--- src/hw/fss_pkg.sv ---
// Constants and types shared by the fail-state supply supervisor.
// What this block does
// RULE1 - Stay-powered variant keeps MCU supply on after failure until recovery.
// RULE2 - Cut-off variants watch bus idle and/or sense input, then cut MCU supply.
// RULE3 - Strap code is sampled at init-to-normal and selects variant unless overridden.
// RULE4 - SPI code 111/110/101/100 overrides strap: stay, idle, input, combined.
// RULE5 - Strap below 6 k stay, below 24 k idle, below 50 k input, 50 k and above combined.
// RULE6 - Idle variant cuts supply 8 s after bus idle detected.
// RULE7 - Input variant cuts supply on high-to-low transition and low sense input.
// RULE8 - Combined variant cuts supply only when idle timeout and low input both seen.
// RULE9 - Wake-up in supply-off fail state enters reset mode; input wake must be pre-armed.
// RULE10 - Bus activity, LIN activity or armed high sense input are wake-up events.
// RULE11 - Fail indicator holds until flags cleared, then released by DD00 or DD80.
// RULE12 - Recovery needs reset low cleared, supply low cleared and a good refresh.
// RULE13 - Eight consecutive missed watchdog windows declare a persistent failure.
// RULE14 - Without refresh a 1 ms reset pulse is emitted every 256 ms.
// RULE15 - Watchdog failure asserts indicator at first or second pulse, by select bit.
// RULE16 - Supply below reset threshold drives indicator low with the reset output.
// RULE17 - Reset pin clamped low externally enters the fail state.
// RULE18 - Bus activity restarts the idle timer, so it needs 8 s of silence.
`default_nettype none
package fss_pkg;
  localparam int CLK_HZ          = 10_000_000;
  localparam int WD_WINDOW_MS    = 256;
  localparam int RST_PULSE_US    = 1000;
  localparam int IDLE_TIMEOUT_MS = 8000;
  localparam int CLAMP_MS        = 10;
  localparam int WD_WINDOW_CYC   = WD_WINDOW_MS * (CLK_HZ / 1000);
  localparam int RST_PULSE_CYC   = RST_PULSE_US * (CLK_HZ / 1_000_000);
  localparam int IDLE_CYC        = IDLE_TIMEOUT_MS * (CLK_HZ / 1000);
  localparam int CLAMP_CYC       = CLAMP_MS * (CLK_HZ / 1000);
  localparam logic [3:0] WD_FAIL_LIMIT = 4'h8;
  localparam logic [7:0] STRAP_STAY_MAX_K  = 8'h06;
  localparam logic [7:0] STRAP_IDLE_MAX_K  = 8'h18;
  localparam logic [7:0] STRAP_INPUT_MAX_K = 8'h32;
  localparam logic [15:0] REL_CMD_A = 16'hDD00;
  localparam logic [15:0] REL_CMD_B = 16'hDD80;
  localparam int OVR_VALID_BIT = 2;

  typedef enum logic [1:0] {
    STAY_POWERED    = 2'h0,
    IDLE_CUTOFF     = 2'h1,
    INPUT_CUTOFF    = 2'h2,
    COMBINED_CUTOFF = 2'h3
  } fss_variant_type;

  typedef enum logic [2:0] {
    ST_NORMAL   = 3'h1,
    ST_FAIL_ON  = 3'h2,
    ST_FAIL_OFF = 3'h4
  } fss_state_type;
endpackage : fss_pkg
`default_nettype wire

--- src/hw/fss_timer.sv ---
// Restartable cycle timer with a sticky expiry flag.
`default_nettype none
module fss_timer #(
  parameter int CYCLES = 16,
  parameter int W      = $clog2(CYCLES + 1)
) (
  input  wire logic clock,
  input  wire logic rst_b,
  input  wire logic run,
  input  wire logic restart,
  output logic      expired
);
  logic [W-1:0] count_q;
  logic [W-1:0] count_d;
  logic         expired_q;
  logic         expired_d;
  logic         atEnd;

  assign atEnd     = count_q == W'(CYCLES - 1);
  assign count_d   = (!run || restart) ? '0 : (expired_q ? count_q : count_q + W'(1));
  assign expired_d = run && !restart && (expired_q || atEnd);
  assign expired   = expired_q;

  always_ff @(posedge clock or negedge rst_b) begin
    if (!rst_b) begin
      count_q   <= '0;
      expired_q <= 1'b0;
    end else begin
      count_q   <= count_d;
      expired_q <= expired_d;
    end
  end
endmodule : fss_timer
`default_nettype wire

--- src/hw/fss_supervisor.sv ---
// Fail-state supervisor: watchdog, supply and reset-clamp failures, variant and supply cut-off.
`default_nettype none
module fss_supervisor #(
  parameter int WD_CYC    = fss_pkg::WD_WINDOW_CYC,
  parameter int PULSE_CYC = fss_pkg::RST_PULSE_CYC,
  parameter int IDLE_CY   = fss_pkg::IDLE_CYC,
  parameter int CLAMP_CY  = fss_pkg::CLAMP_CYC
) (
  input  wire logic                     clock,
  input  wire logic                     rst_b,
  input  wire logic [7:0]               strapResistorPin,
  input  wire logic                     initToNormal,
  input  wire logic                     spiVariantWrite,
  input  wire logic [2:0]               spiVariantCode,
  input  wire logic                     spiCmdValid,
  input  wire logic [15:0]              spiCmd,
  input  wire logic                     mcuFlagsCleared,
  input  wire logic                     wdRefreshOk,
  input  wire logic                     wdSecondPulseSel,
  input  wire logic                     supplyLow,
  input  wire logic                     resetPinLow,
  input  wire logic                     canActivity,
  input  wire logic                     linActivity,
  input  wire logic                     senseIn1,
  input  wire logic                     inputWakeEnable,
  output logic                          failIndicator_b,
  output logic                          resetOut_b,
  output logic                          mcuSupplyOn,
  output fss_pkg::fss_variant_type      activeVariant,
  output logic                          persistentWdFail,
  output logic                          resumeReset
);
  import fss_pkg::*;

  fss_state_type   state_q;
  fss_state_type   state_d;
  fss_variant_type strapVar_q;
  fss_variant_type ovrVar_q;
  fss_variant_type variant_q;
  fss_variant_type variant_d;
  fss_variant_type strapDecode;
  logic            ovrValid_q;
  logic            failInd_q;
  logic            flagsCleared_q;
  logic            refreshSeen_q;
  logic            wakeArmed_q;
  logic            lowSeen_q;
  logic            senseIn1_q;
  logic            pulseActive_q;
  logic            resume_q;
  logic [3:0]      missCnt_q;
  logic [3:0]      missCnt_d;
  logic            wdExpired;
  logic            pulseDone;
  logic            idleExpired;
  logic            clampExpired;
  logic            wdFailEvent;
  logic            failEvent;
  logic            releaseCmd;
  logic            recovered;
  logic            cutCondition;
  logic            wakeEvent;
  logic            inFailOn;
  logic            inFailOff;
  logic            senseFall;

  // Resistor class decode of the strap measurement in kilohm.
  assign strapDecode = (strapResistorPin < STRAP_STAY_MAX_K)  ? STAY_POWERED :    // RULE5
                       (strapResistorPin < STRAP_IDLE_MAX_K)  ? IDLE_CUTOFF :
                       (strapResistorPin < STRAP_INPUT_MAX_K) ? INPUT_CUTOFF :
                       COMBINED_CUTOFF;

  // The override code 1xx maps its low bits inverted onto the variant.
  assign variant_d = ovrValid_q ? ovrVar_q : strapVar_q;                          // RULE4

  always_ff @(posedge clock or negedge rst_b) begin
    if (!rst_b) begin
      strapVar_q <= STAY_POWERED;
      ovrVar_q   <= STAY_POWERED;
      ovrValid_q <= 1'b0;
      variant_q  <= STAY_POWERED;
    end else begin
      if (initToNormal) begin
        strapVar_q <= strapDecode;                                                // RULE3
      end
      if (spiVariantWrite && spiVariantCode[OVR_VALID_BIT]) begin
        ovrVar_q   <= fss_variant_type'(~spiVariantCode[1:0]);                    // RULE4
        ovrValid_q <= 1'b1;
      end
      variant_q <= variant_d;
    end
  end

  assign activeVariant = variant_q;

  // Watchdog window, reset pulse, idle and clamp timers.
  fss_timer #(.CYCLES(WD_CYC)) u_wdWindow (
    .clock   (clock),
    .rst_b   (rst_b),
    .run     (mcuSupplyOn && !pulseActive_q),
    .restart (wdRefreshOk || wdExpired),
    .expired (wdExpired)
  );

  fss_timer #(.CYCLES(PULSE_CYC)) u_rstPulse (
    .clock   (clock),
    .rst_b   (rst_b),
    .run     (pulseActive_q),
    .restart (1'b0),
    .expired (pulseDone)
  );

  fss_timer #(.CYCLES(IDLE_CY)) u_idle (
    .clock   (clock),
    .rst_b   (rst_b),
    .run     (inFailOn),
    .restart (canActivity),                                                       // RULE18
    .expired (idleExpired)
  );

  fss_timer #(.CYCLES(CLAMP_CY)) u_clamp (
    .clock   (clock),
    .rst_b   (rst_b),
    .run     (resetPinLow && resetOut_b),
    .restart (1'b0),
    .expired (clampExpired)                                                       // RULE17
  );

  // Consecutive missed windows, cleared by a good refresh.
  assign missCnt_d = wdRefreshOk ? 4'h0 :
                     (wdExpired && missCnt_q != WD_FAIL_LIMIT) ? missCnt_q + 4'h1 :
                     missCnt_q;                                                   // RULE13
  assign persistentWdFail = missCnt_q == WD_FAIL_LIMIT;                           // RULE13
  assign wdFailEvent = wdExpired && (missCnt_q == {3'h0, wdSecondPulseSel});      // RULE15

  assign failEvent  = wdFailEvent || supplyLow || clampExpired;                   // RULE17
  assign releaseCmd = spiCmdValid && (spiCmd == REL_CMD_A || spiCmd == REL_CMD_B);
  assign recovered  = refreshSeen_q && !supplyLow && !resetPinLow;                // RULE12
  assign inFailOn   = state_q == ST_FAIL_ON;
  assign inFailOff  = state_q == ST_FAIL_OFF;
  assign senseFall  = senseIn1_q && !senseIn1;
  assign wakeEvent  = canActivity || linActivity || (wakeArmed_q && senseIn1);    // RULE10

  always_comb begin
    case (variant_q)
      IDLE_CUTOFF:     cutCondition = idleExpired;                                // RULE6
      INPUT_CUTOFF:    cutCondition = lowSeen_q && !senseIn1;                     // RULE7
      COMBINED_CUTOFF: cutCondition = idleExpired && lowSeen_q && !senseIn1;      // RULE8
      default:         cutCondition = 1'b0;                                       // RULE1
    endcase
  end

  always_comb begin
    case (state_q)
      ST_NORMAL: begin
        state_d = failEvent ? ST_FAIL_ON : ST_NORMAL;
      end
      ST_FAIL_ON: begin
        state_d = recovered ? ST_NORMAL :
                  cutCondition ? ST_FAIL_OFF : ST_FAIL_ON;                        // RULE2
      end
      ST_FAIL_OFF: begin
        state_d = wakeEvent ? ST_NORMAL : ST_FAIL_OFF;                            // RULE9
      end
      default: begin
        state_d = ST_NORMAL;
      end
    endcase
  end

  always_ff @(posedge clock or negedge rst_b) begin
    if (!rst_b) begin
      state_q       <= ST_NORMAL;
      missCnt_q     <= 4'h0;
      pulseActive_q <= 1'b0;
      resume_q      <= 1'b0;
      senseIn1_q    <= 1'b0;
    end else begin
      state_q       <= state_d;
      missCnt_q     <= missCnt_d;
      pulseActive_q <= wdExpired || (inFailOff && wakeEvent) ||
                       (pulseActive_q && !pulseDone);                             // RULE14
      resume_q      <= inFailOff && wakeEvent;                                    // RULE9
      senseIn1_q    <= senseIn1;
    end
  end

  // Failure bookkeeping; a new failure wins over a release or clear.
  always_ff @(posedge clock or negedge rst_b) begin
    if (!rst_b) begin
      failInd_q      <= 1'b0;
      flagsCleared_q <= 1'b0;
      refreshSeen_q  <= 1'b0;
      wakeArmed_q    <= 1'b0;
      lowSeen_q      <= 1'b0;
    end else begin
      if (failEvent) begin
        failInd_q <= 1'b1;
      end else if (releaseCmd && flagsCleared_q) begin
        failInd_q <= 1'b0;                                                        // RULE11
      end
      if (failEvent) begin
        flagsCleared_q <= 1'b0;
      end else if (mcuFlagsCleared) begin
        flagsCleared_q <= 1'b1;
      end
      if (state_q == ST_NORMAL && failEvent) begin
        refreshSeen_q <= 1'b0;
        wakeArmed_q   <= inputWakeEnable;                                         // RULE9
      end else if (wdRefreshOk) begin
        refreshSeen_q <= 1'b1;                                                    // RULE12
      end
      if (!inFailOn || senseIn1) begin
        lowSeen_q <= 1'b0;
      end else if (senseFall) begin
        lowSeen_q <= 1'b1;                                                        // RULE7
      end
    end
  end

  assign resetOut_b      = !(supplyLow || pulseActive_q);                         // RULE16
  assign failIndicator_b = !(failInd_q || supplyLow);                             // RULE16
  assign mcuSupplyOn     = !inFailOff;                                            // RULE1
  assign resumeReset     = resume_q;
endmodule : fss_supervisor
`default_nettype wire

--- config.mk ---
export PLATFORM = sky130hd
export DESIGN_NAME = fss_supervisor
export DESIGN_NICKNAME = d
export VERILOG_FILES = /design/src/hw/fss_pkg.sv /design/src/hw/fss_timer.sv /design/src/hw/fss_supervisor.sv
export SDC_FILE = /design/constraint.sdc
export NUM_CORES = 1
export LEC_CHECK = 0
export BUFFER_PORTS_ARGS = -buffer_cell sky130_fd_sc_hd__buf_2
export CORE_MARGIN = 10
export CORE_UTILIZATION = 64
export CTS_CLUSTER_SIZE = 28
export DETAILED_ROUTE_END_ITERATION = 16
export PLACE_DENSITY = 0.85
export SLEW_MARGIN = 15
export SYNTH_ARGS = -nofsm -noshare
export SYNTH_HDL_FRONTEND = slang
export SYNTH_SLANG_ARGS = --single-unit
--- constraint.sdc ---
create_clock -name clock -period 3.95 [get_ports clock]
set_input_delay 0.79 -clock clock [delete_from_list [all_inputs] [get_ports clock]]
set_output_delay 0.79 -clock clock [all_outputs]
set_load 0.02 [all_outputs]
==> flow_metrics.env, run 1 <==
export IMPL_worst_pin_slew_ns=0.8625
export IMPL_grt_max_degree=70
export IMPL_grt_total_usage=0.1874
export IMPL_final_setup_worst_slack_ns=1.564
export IMPL_grt_ovfl_total=0
export IMPL_async_reset_ff_frac=1.000
export IMPL_r2r_slack_ns=1.67
export IMPL_antenna_found_initial=0
export IMPL_hold_buffers=0
export IMPL_core_area_mm2=0.008217
export IMPL_ios=48
export IMPL_start_util=0.6603
export IMPL_first_iter_violations=249
export IMPL_numCtsBuffers=9
export IMPL_fmax_ghz=0.4192
export IMPL_tns_ns=0
export IMPL_htree_levels=3
export IMPL_design_die_area_mm2=0.01256
export IMPL_synth_nets=600
export IMPL_leakage_nw=2.375
export IMPL_finalNetCount=641
export IMPL_layout_min_cycle_time_ns=2.386
export IMPL_maxSlewHeadroom=0.4250
export IMPL_netlist_area_mm2=0.005425
export IMPL_reg2reg_depth=3
export IMPL_min_path_cells=1
export IMPL_tritoncts="done"
export IMPL_ys_seq_area_frac=0.4892
export IMPL_synth_top_cell_area_share=0.4843
export IMPL_crit_arrival_ns=1.60
export IMPL_synth_seq_cells=106
export IMPL_dp_cells=688
export IMPL_firstDrtPassIters=4
export IMPL_clockRootBuffer="clkbuf_8"
export IMPL_area_growth_pct=9.294
export IMPL_rsz0062_at_grt="no"
export IMPL_yosysMostFrequentCell="dfrtp_1"
export IMPL_synth_area_leaders="dfrtp_1 48%, xnor2_1 4.5%, nor2_1 4.0%"
export IMPL_synth_edff_count=0
export IMPL_final_cells=704
export IMPL_synth_main_ff_cell="dfrtp_1"
export IMPL_cts_resized=0
export IMPL_insertion_delay_ns=0.37
export IMPL_yosysTopAreaCell="dfrtp_1"
export IMPL_synth_cell_types=57
export IMPL_die_width_um=112.1
export IMPL_rows=33
export IMPL_drv_cap=0
export IMPL_route_vias_total=4342
export IMPL_fp_dieH_um=112.1
export IMPL_clock_sinks=106
export IMPL_powerDensity_mw_per_mm2=364.8
export IMPL_cts_buffer_depth=2
export IMPL_crit_path_start="state_q[2]"
export IMPL_drc=0
export IMPL_diodes=0
export IMPL_hold_path_class="flip-flop to flip-flop"
export IMPL_synth_cells=553
export IMPL_grt_pass1_wl_um=20220
export IMPL_fillers=607
export IMPL_outcome="finished, final reports clean"
export IMPL_wl_per_cell_um=16.49
export IMPL_reg2reg_from="pulseActive_q"
export IMPL_postCtsSetupBuffers=0
export IMPL_ys_top_cells_by_count="105 x dfrtp_1, 58 x nor2_1, 43 x nand2_1"
export IMPL_reg2reg_to="u_wdWindow.count_q[21]"
export IMPL_min_to="u_wdWindow.count_q[0]"
export IMPL_endpoint_kind="primary output"
export IMPL_critPathKind="flip-flop to primary output"
export IMPL_finClkSkew_ns=0.01716
export IMPL_hold_violations=0
export IMPL_port_buffers=45
export IMPL_worst_setup_path_start_kind="flip-flop"
export IMPL_drive_gt1_frac=0.1269
export IMPL_finalCritPeriodShare=0.6040
export IMPL_clk_pin_slew_worst_paths_ns=0.10
export IMPL_synth_warnings=0
export IMPL_setup_violations=0
export IMPL_post_drt_via_cell_ratio=6.168
export IMPL_required_ns=3.16
export IMPL_slew_viol_final=0
export IMPL_ant_nets=0
export IMPL_synth_area_per_cell_um2=9.810
export IMPL_gp_congestion=0.8531
export IMPL_dpl_worst_slack_ns=1.449
export IMPL_grt_pass1_vias=4432
export IMPL_place_hpwl_um=8273
export IMPL_ir_drop_v=0.0002327
export IMPL_hold_start="u_wdWindow.count_q[0]"
export IMPL_routed_wl_um=11610
export IMPL_cp_max_fo=8
-- layer usage --
metal,GRT usage,vias to the layer above,wire length (µm)
li1,-,2081,-
met1,0.2375,2135,5071
met2,0.3085,110,5693
met3,0.04792,16,650
met4,0.05838,0,194
met5,0,-,0
-- cells in the final DEF (no fill, tap or decap), types with 13 or more instances in the layout --
cell type and count:
dfrtp_1 105, nor2_1 58, buf_2 44, nand2_1 43, nand3_1 29, xnor2_1 28
a21oi_1 22, nor4_1 22, nand4_1 19, xor2_1 19, inv_1 17, o21ai_0 15
and2_1 14, nor3_1 13, or3_1 13
-- area by class of cell --
type,count,area (µm²),share of cell area
well taps,105,131.4,0.02216
inverters,17,63.81,0.01076
flip-flops and latches,106,2654,0.4476
clock buffers,11,151.4,0.02553
repair buffers,47,242.7,0.04094
clock inverters,5,67.56,0.01139
multi-input cells,413,2619,0.4417
-- power by group --
group / switching [mW] / internal (mW)
combinational: 0.123 / 0.104
sequential: 0.0737 / 1.15
clock: 0.378 / 0.337
-- worst max-delay path, cell delays in order (launching register included) --
cell	delay, ns
dfrtp_1	0.50
nor3b_1	0.41
inv_1	0.14
buf_2	0.19
-- worst max-delay path by stage --
stage                        endpoint  depth (start not counted)  slack (ns)
2_1_floorplan  u_wdWindow.count_q[21]                          4        1.91
3_3_place_gp   u_wdWindow.count_q[21]                          4        1.46
3_5_place_dp   u_wdWindow.count_q[21]                          4        1.45
4_1_cts                   mcuSupplyOn                          3        1.55
5_1_grt                   mcuSupplyOn                          3        1.47
6_report                  mcuSupplyOn                          3        1.56
-- stage by stage --
step | power, mW | instance area (µm²) | hold slack (ns) | util
after CTS | 2.177 | 5929 | 0.4781 | 0.7216
after global placement | 1.452 | 5710 | 0.4483 | 0.6950
final | 2.163 | 5929 | 0.4778 | 0.7216
after floorplan | 1.373 | 5425 | 0.4331 | -
after global routing | 2.268 | 5929 | 0.5068 | 0.7216
after detailed placement | 1.468 | 5710 | 0.4569 | 0.6950
-- logic make-up after synthesis --
| logic type | Yosys count | share of synthesized area |
|---|---|---|
| fa+ha+maj | 6 | 0.01384 |
| xor+xnor | 47 | 0.07588 |
| buf+inv | 34 | 0.02814 |
| compound gates | 76 | 0.08856 |
| flops | 106 | 0.4892 |
| mux | 12 | 0.02283 |
| simple gates | 272 | 0.2816 |
-- flip-flops by register name, summed over array words and instances (netlist names) --
name / flops
refreshSeen_q: 1
senseIn1_q: 1
ovrVar_q: 2
strapVar_q: 2
u_idle.count_q: 27
pulseActive_q: 1
ovrValid_q: 1
missCnt_q: 4
state_q: 3
u_rstPulse.count_q: 14
resumeReset: 1
u_wdWindow.count_q: 22
u_clamp.count_q: 17
failInd_q: 1
wakeArmed_q: 1
activeVariant: 2
lowSeen_q: 1
flagsCleared_q: 1
u_idle.expired: 1
u_clamp.expired: 1
u_wdWindow.expired: 1
u_rstPulse.expired: 1
No activity file was read; power rests on OpenSTA's default activity.
==> inputs of run 2 (changes only) <==
--- a/config.mk
+++ b/config.mk
@@ -7,10 +7,10 @@
 export LEC_CHECK = 0
 export BUFFER_PORTS_ARGS = -buffer_cell sky130_fd_sc_hd__buf_2
 export CORE_MARGIN = 10
-export CORE_UTILIZATION = 64
+export CORE_UTILIZATION = 54
 export CTS_CLUSTER_SIZE = 28
 export DETAILED_ROUTE_END_ITERATION = 16
-export PLACE_DENSITY = 0.85
+export PLACE_DENSITY = 0.76
 export SLEW_MARGIN = 15
 export SYNTH_ARGS = -nofsm -noshare
 export SYNTH_HDL_FRONTEND = slang
==> constraint.sdc (replaced) <==
create_clock -name clock -period 2 [get_ports clock]
set_input_delay 0.4 -clock clock [delete_from_list [all_inputs] [get_ports clock]]
set_output_delay 0.4 -clock clock [all_outputs]
set_load 0.02 [all_outputs]
==> flow_metrics.env, run 2 (same netlist as run 1, synthesis figures left out) <==
export IMPL_outcome="finished, final reports clean"
export IMPL_hold_violations=0
export IMPL_hold_path_class="input port to flip-flop"
export IMPL_dpl_cell_area_mm2=0.005938
export IMPL_area_growth_pct=14.76
export IMPL_crit_arrival_ns=2.19
export IMPL_regMostFlops="u_idle.count_q"
export IMPL_cp_max_fo=4
export IMPL_slew_viol_final=0
export IMPL_tritoncts="done"
export IMPL_wl_per_cell_um=15.75
export IMPL_firstDrtPassIters=7
export IMPL_endpoint_kind="flip-flop"
export IMPL_layout_min_cycle_time_ns=1.903
export IMPL_crit_path_max_incr_delay_ns=0.60
export IMPL_route_vias_total=4471
export IMPL_fmax_ghz=0.5255
export IMPL_powerDensity_mw_per_mm2=700.6
export IMPL_finalNetCount=669
export IMPL_post_drt_via_cell_ratio=5.883
export IMPL_grt_ovfl_total=0
export IMPL_maxSlewHeadroom=0.6573
export IMPL_clockRootBuffer="clkbuf_8"
export IMPL_routed_wl_um=11970
export IMPL_port_buffers=45
export IMPL_antenna_found_initial=0
export IMPL_mostFrequentLayoutCell="dfrtp_1"
export IMPL_drv_cap=0
export IMPL_clock_sinks=106
export IMPL_ios=48
export IMPL_grt_total_usage=0.1690
export IMPL_grt_pass1_vias=4562
export IMPL_htree_levels=3
export IMPL_largestRegisters="u_idle.count_q x27, u_wdWindow.count_q x22, u_clamp.count_q x17"
export IMPL_worst_pin_slew_ns=0.5098
export IMPL_finalCritPeriodShare=0.9514
export IMPL_drive_gt1_frac=0.1770
export IMPL_setup_violations=0
export IMPL_dp_cells=740
export IMPL_numCtsBuffers=9
export IMPL_gp_congestion=0.8913
export IMPL_final_cell_mix="104 x dfrtp_1, 58 x nor2_1, 43 x nand2_1, 43 x buf_2, 29 x buf_4"
export IMPL_ant_nets=0
export IMPL_fp_dieH_um=120.2
export IMPL_start_util=0.5550
export IMPL_final_cells=760
export IMPL_clk_pin_slew_worst_paths_ns=0.10
export IMPL_worst_setup_path_start_kind="flip-flop"
export IMPL_design_die_area_mm2=0.01446
export IMPL_leakage_nw=2.503
export IMPL_cts_buffer_depth=2
export IMPL_critPathKind="flip-flop to flip-flop"
export IMPL_critical_path_top_delay_family="simple AND/OR/NAND/NOR gates"
export IMPL_grt_max_degree=36
export IMPL_insertion_delay_ns=0.37
export IMPL_required_ns=2.29
export IMPL_fillers=833
export IMPL_rows=36
export IMPL_die_width_um=120.2
export IMPL_place_hpwl_um=8755
export IMPL_first_iter_violations=318
export IMPL_diodes=0
export IMPL_drc=0
export IMPL_slowest_stage="or4_1"
export IMPL_finClkSkew_ns=0.009059
export IMPL_cp_cell_sequence="ha_1, nand2_1, or4_1, or3_1, a21oi_1"
export IMPL_grt_pass1_wl_um=20710
export IMPL_postLayoutCellArea_mm2=0.006226
export IMPL_whs_ns=0.1672
export IMPL_largest_reg_flops=27
export IMPL_crit_buf_inv=0
export IMPL_ir_drop_v=0.0004042
export IMPL_core_area_mm2=0.009774
-- run 2: final timing paths --
path	start	to	slack [ns]	cells past startpoint
max in group asynchronous	rst_b	u_wdWindow.count_q[7]	0.88	3
min in group asynchronous	rst_b	u_rstPulse.count_q[10]	0.51	2
worst max-delay path	u_clamp.count_q[0]	u_clamp.count_q[14]	0.1	5
worst min-delay path	senseIn1	senseIn1_q	0.17	1
worst max register to register	u_clamp.count_q[0]	u_clamp.count_q[14]	0.1	5
worst min register to register	u_wdWindow.count_q[0]	u_wdWindow.count_q[0]	0.47	1
-- run 2: power breakdown --
part | switching, mW | internal [mW]
logic | 0.254 | 0.228
registers | 0.144 | 2.27
clock network | 0.728 | 0.742
-- run 2: worst register-to-register path: cells and delay by family, from the launching register on --
| family | cells | cell delay [ns] |
|---|---|---|
| AO/OA/AOI/OAI | 1 | 0.16 |
| flip-flops | 1 | 0.40 |
| AND/OR/NAND/NOR | 3 | 1.06 |
| adder cells (fa/ha/maj) | 1 | 0.20 |
-- run 2: per-layer routing --
metal  part of all wire  wire length, µm  track usage  up-vias
met5                  0                0            0        -
met4              0.013              161      0.05354        0
met3              0.050              595      0.04421       18
met2               0.50             6027       0.2899      101
met1               0.43             5185       0.2034     2211
li1                   -                -            -     2141
-- run 2: what timing repair did --
item | 4_1_cts | 5_1_grt
endpoints found under the hold margin | 31 | 0
setup endpoints to repair | 0 | 8
resized for setup | 0 | 9
hold buffers | 1 | 0
buffers inserted | 0 | 3
-- run 2: final cells by class --
cell class	count	area, µm²	share of cell area
timing repair buffer	75	470.5	0.07556
clock buffer	10	137.6	0.02211
tap	133	166.4	0.02673
multi-input combinational	413	2644	0.4246
inverter	17	63.81	0.01025
sequential	106	2655	0.4264
clock inverter	6	88.84	0.01427
-- run 2: metrics by stage --
stage          utilization  setup WS [ns]  total power, mW  setup TNS (ns)
5_1_grt             0.6370      -0.003714            4.564       -0.003714
4_1_cts             0.6317        0.05625            4.389               0
3_3_place_gp        0.6075         0.1369            2.890               0
2_1_floorplan            -         0.1772            2.712               0
3_5_place_dp        0.6075         0.1026            2.920               0
6_report            0.6370        0.09720            4.362               0
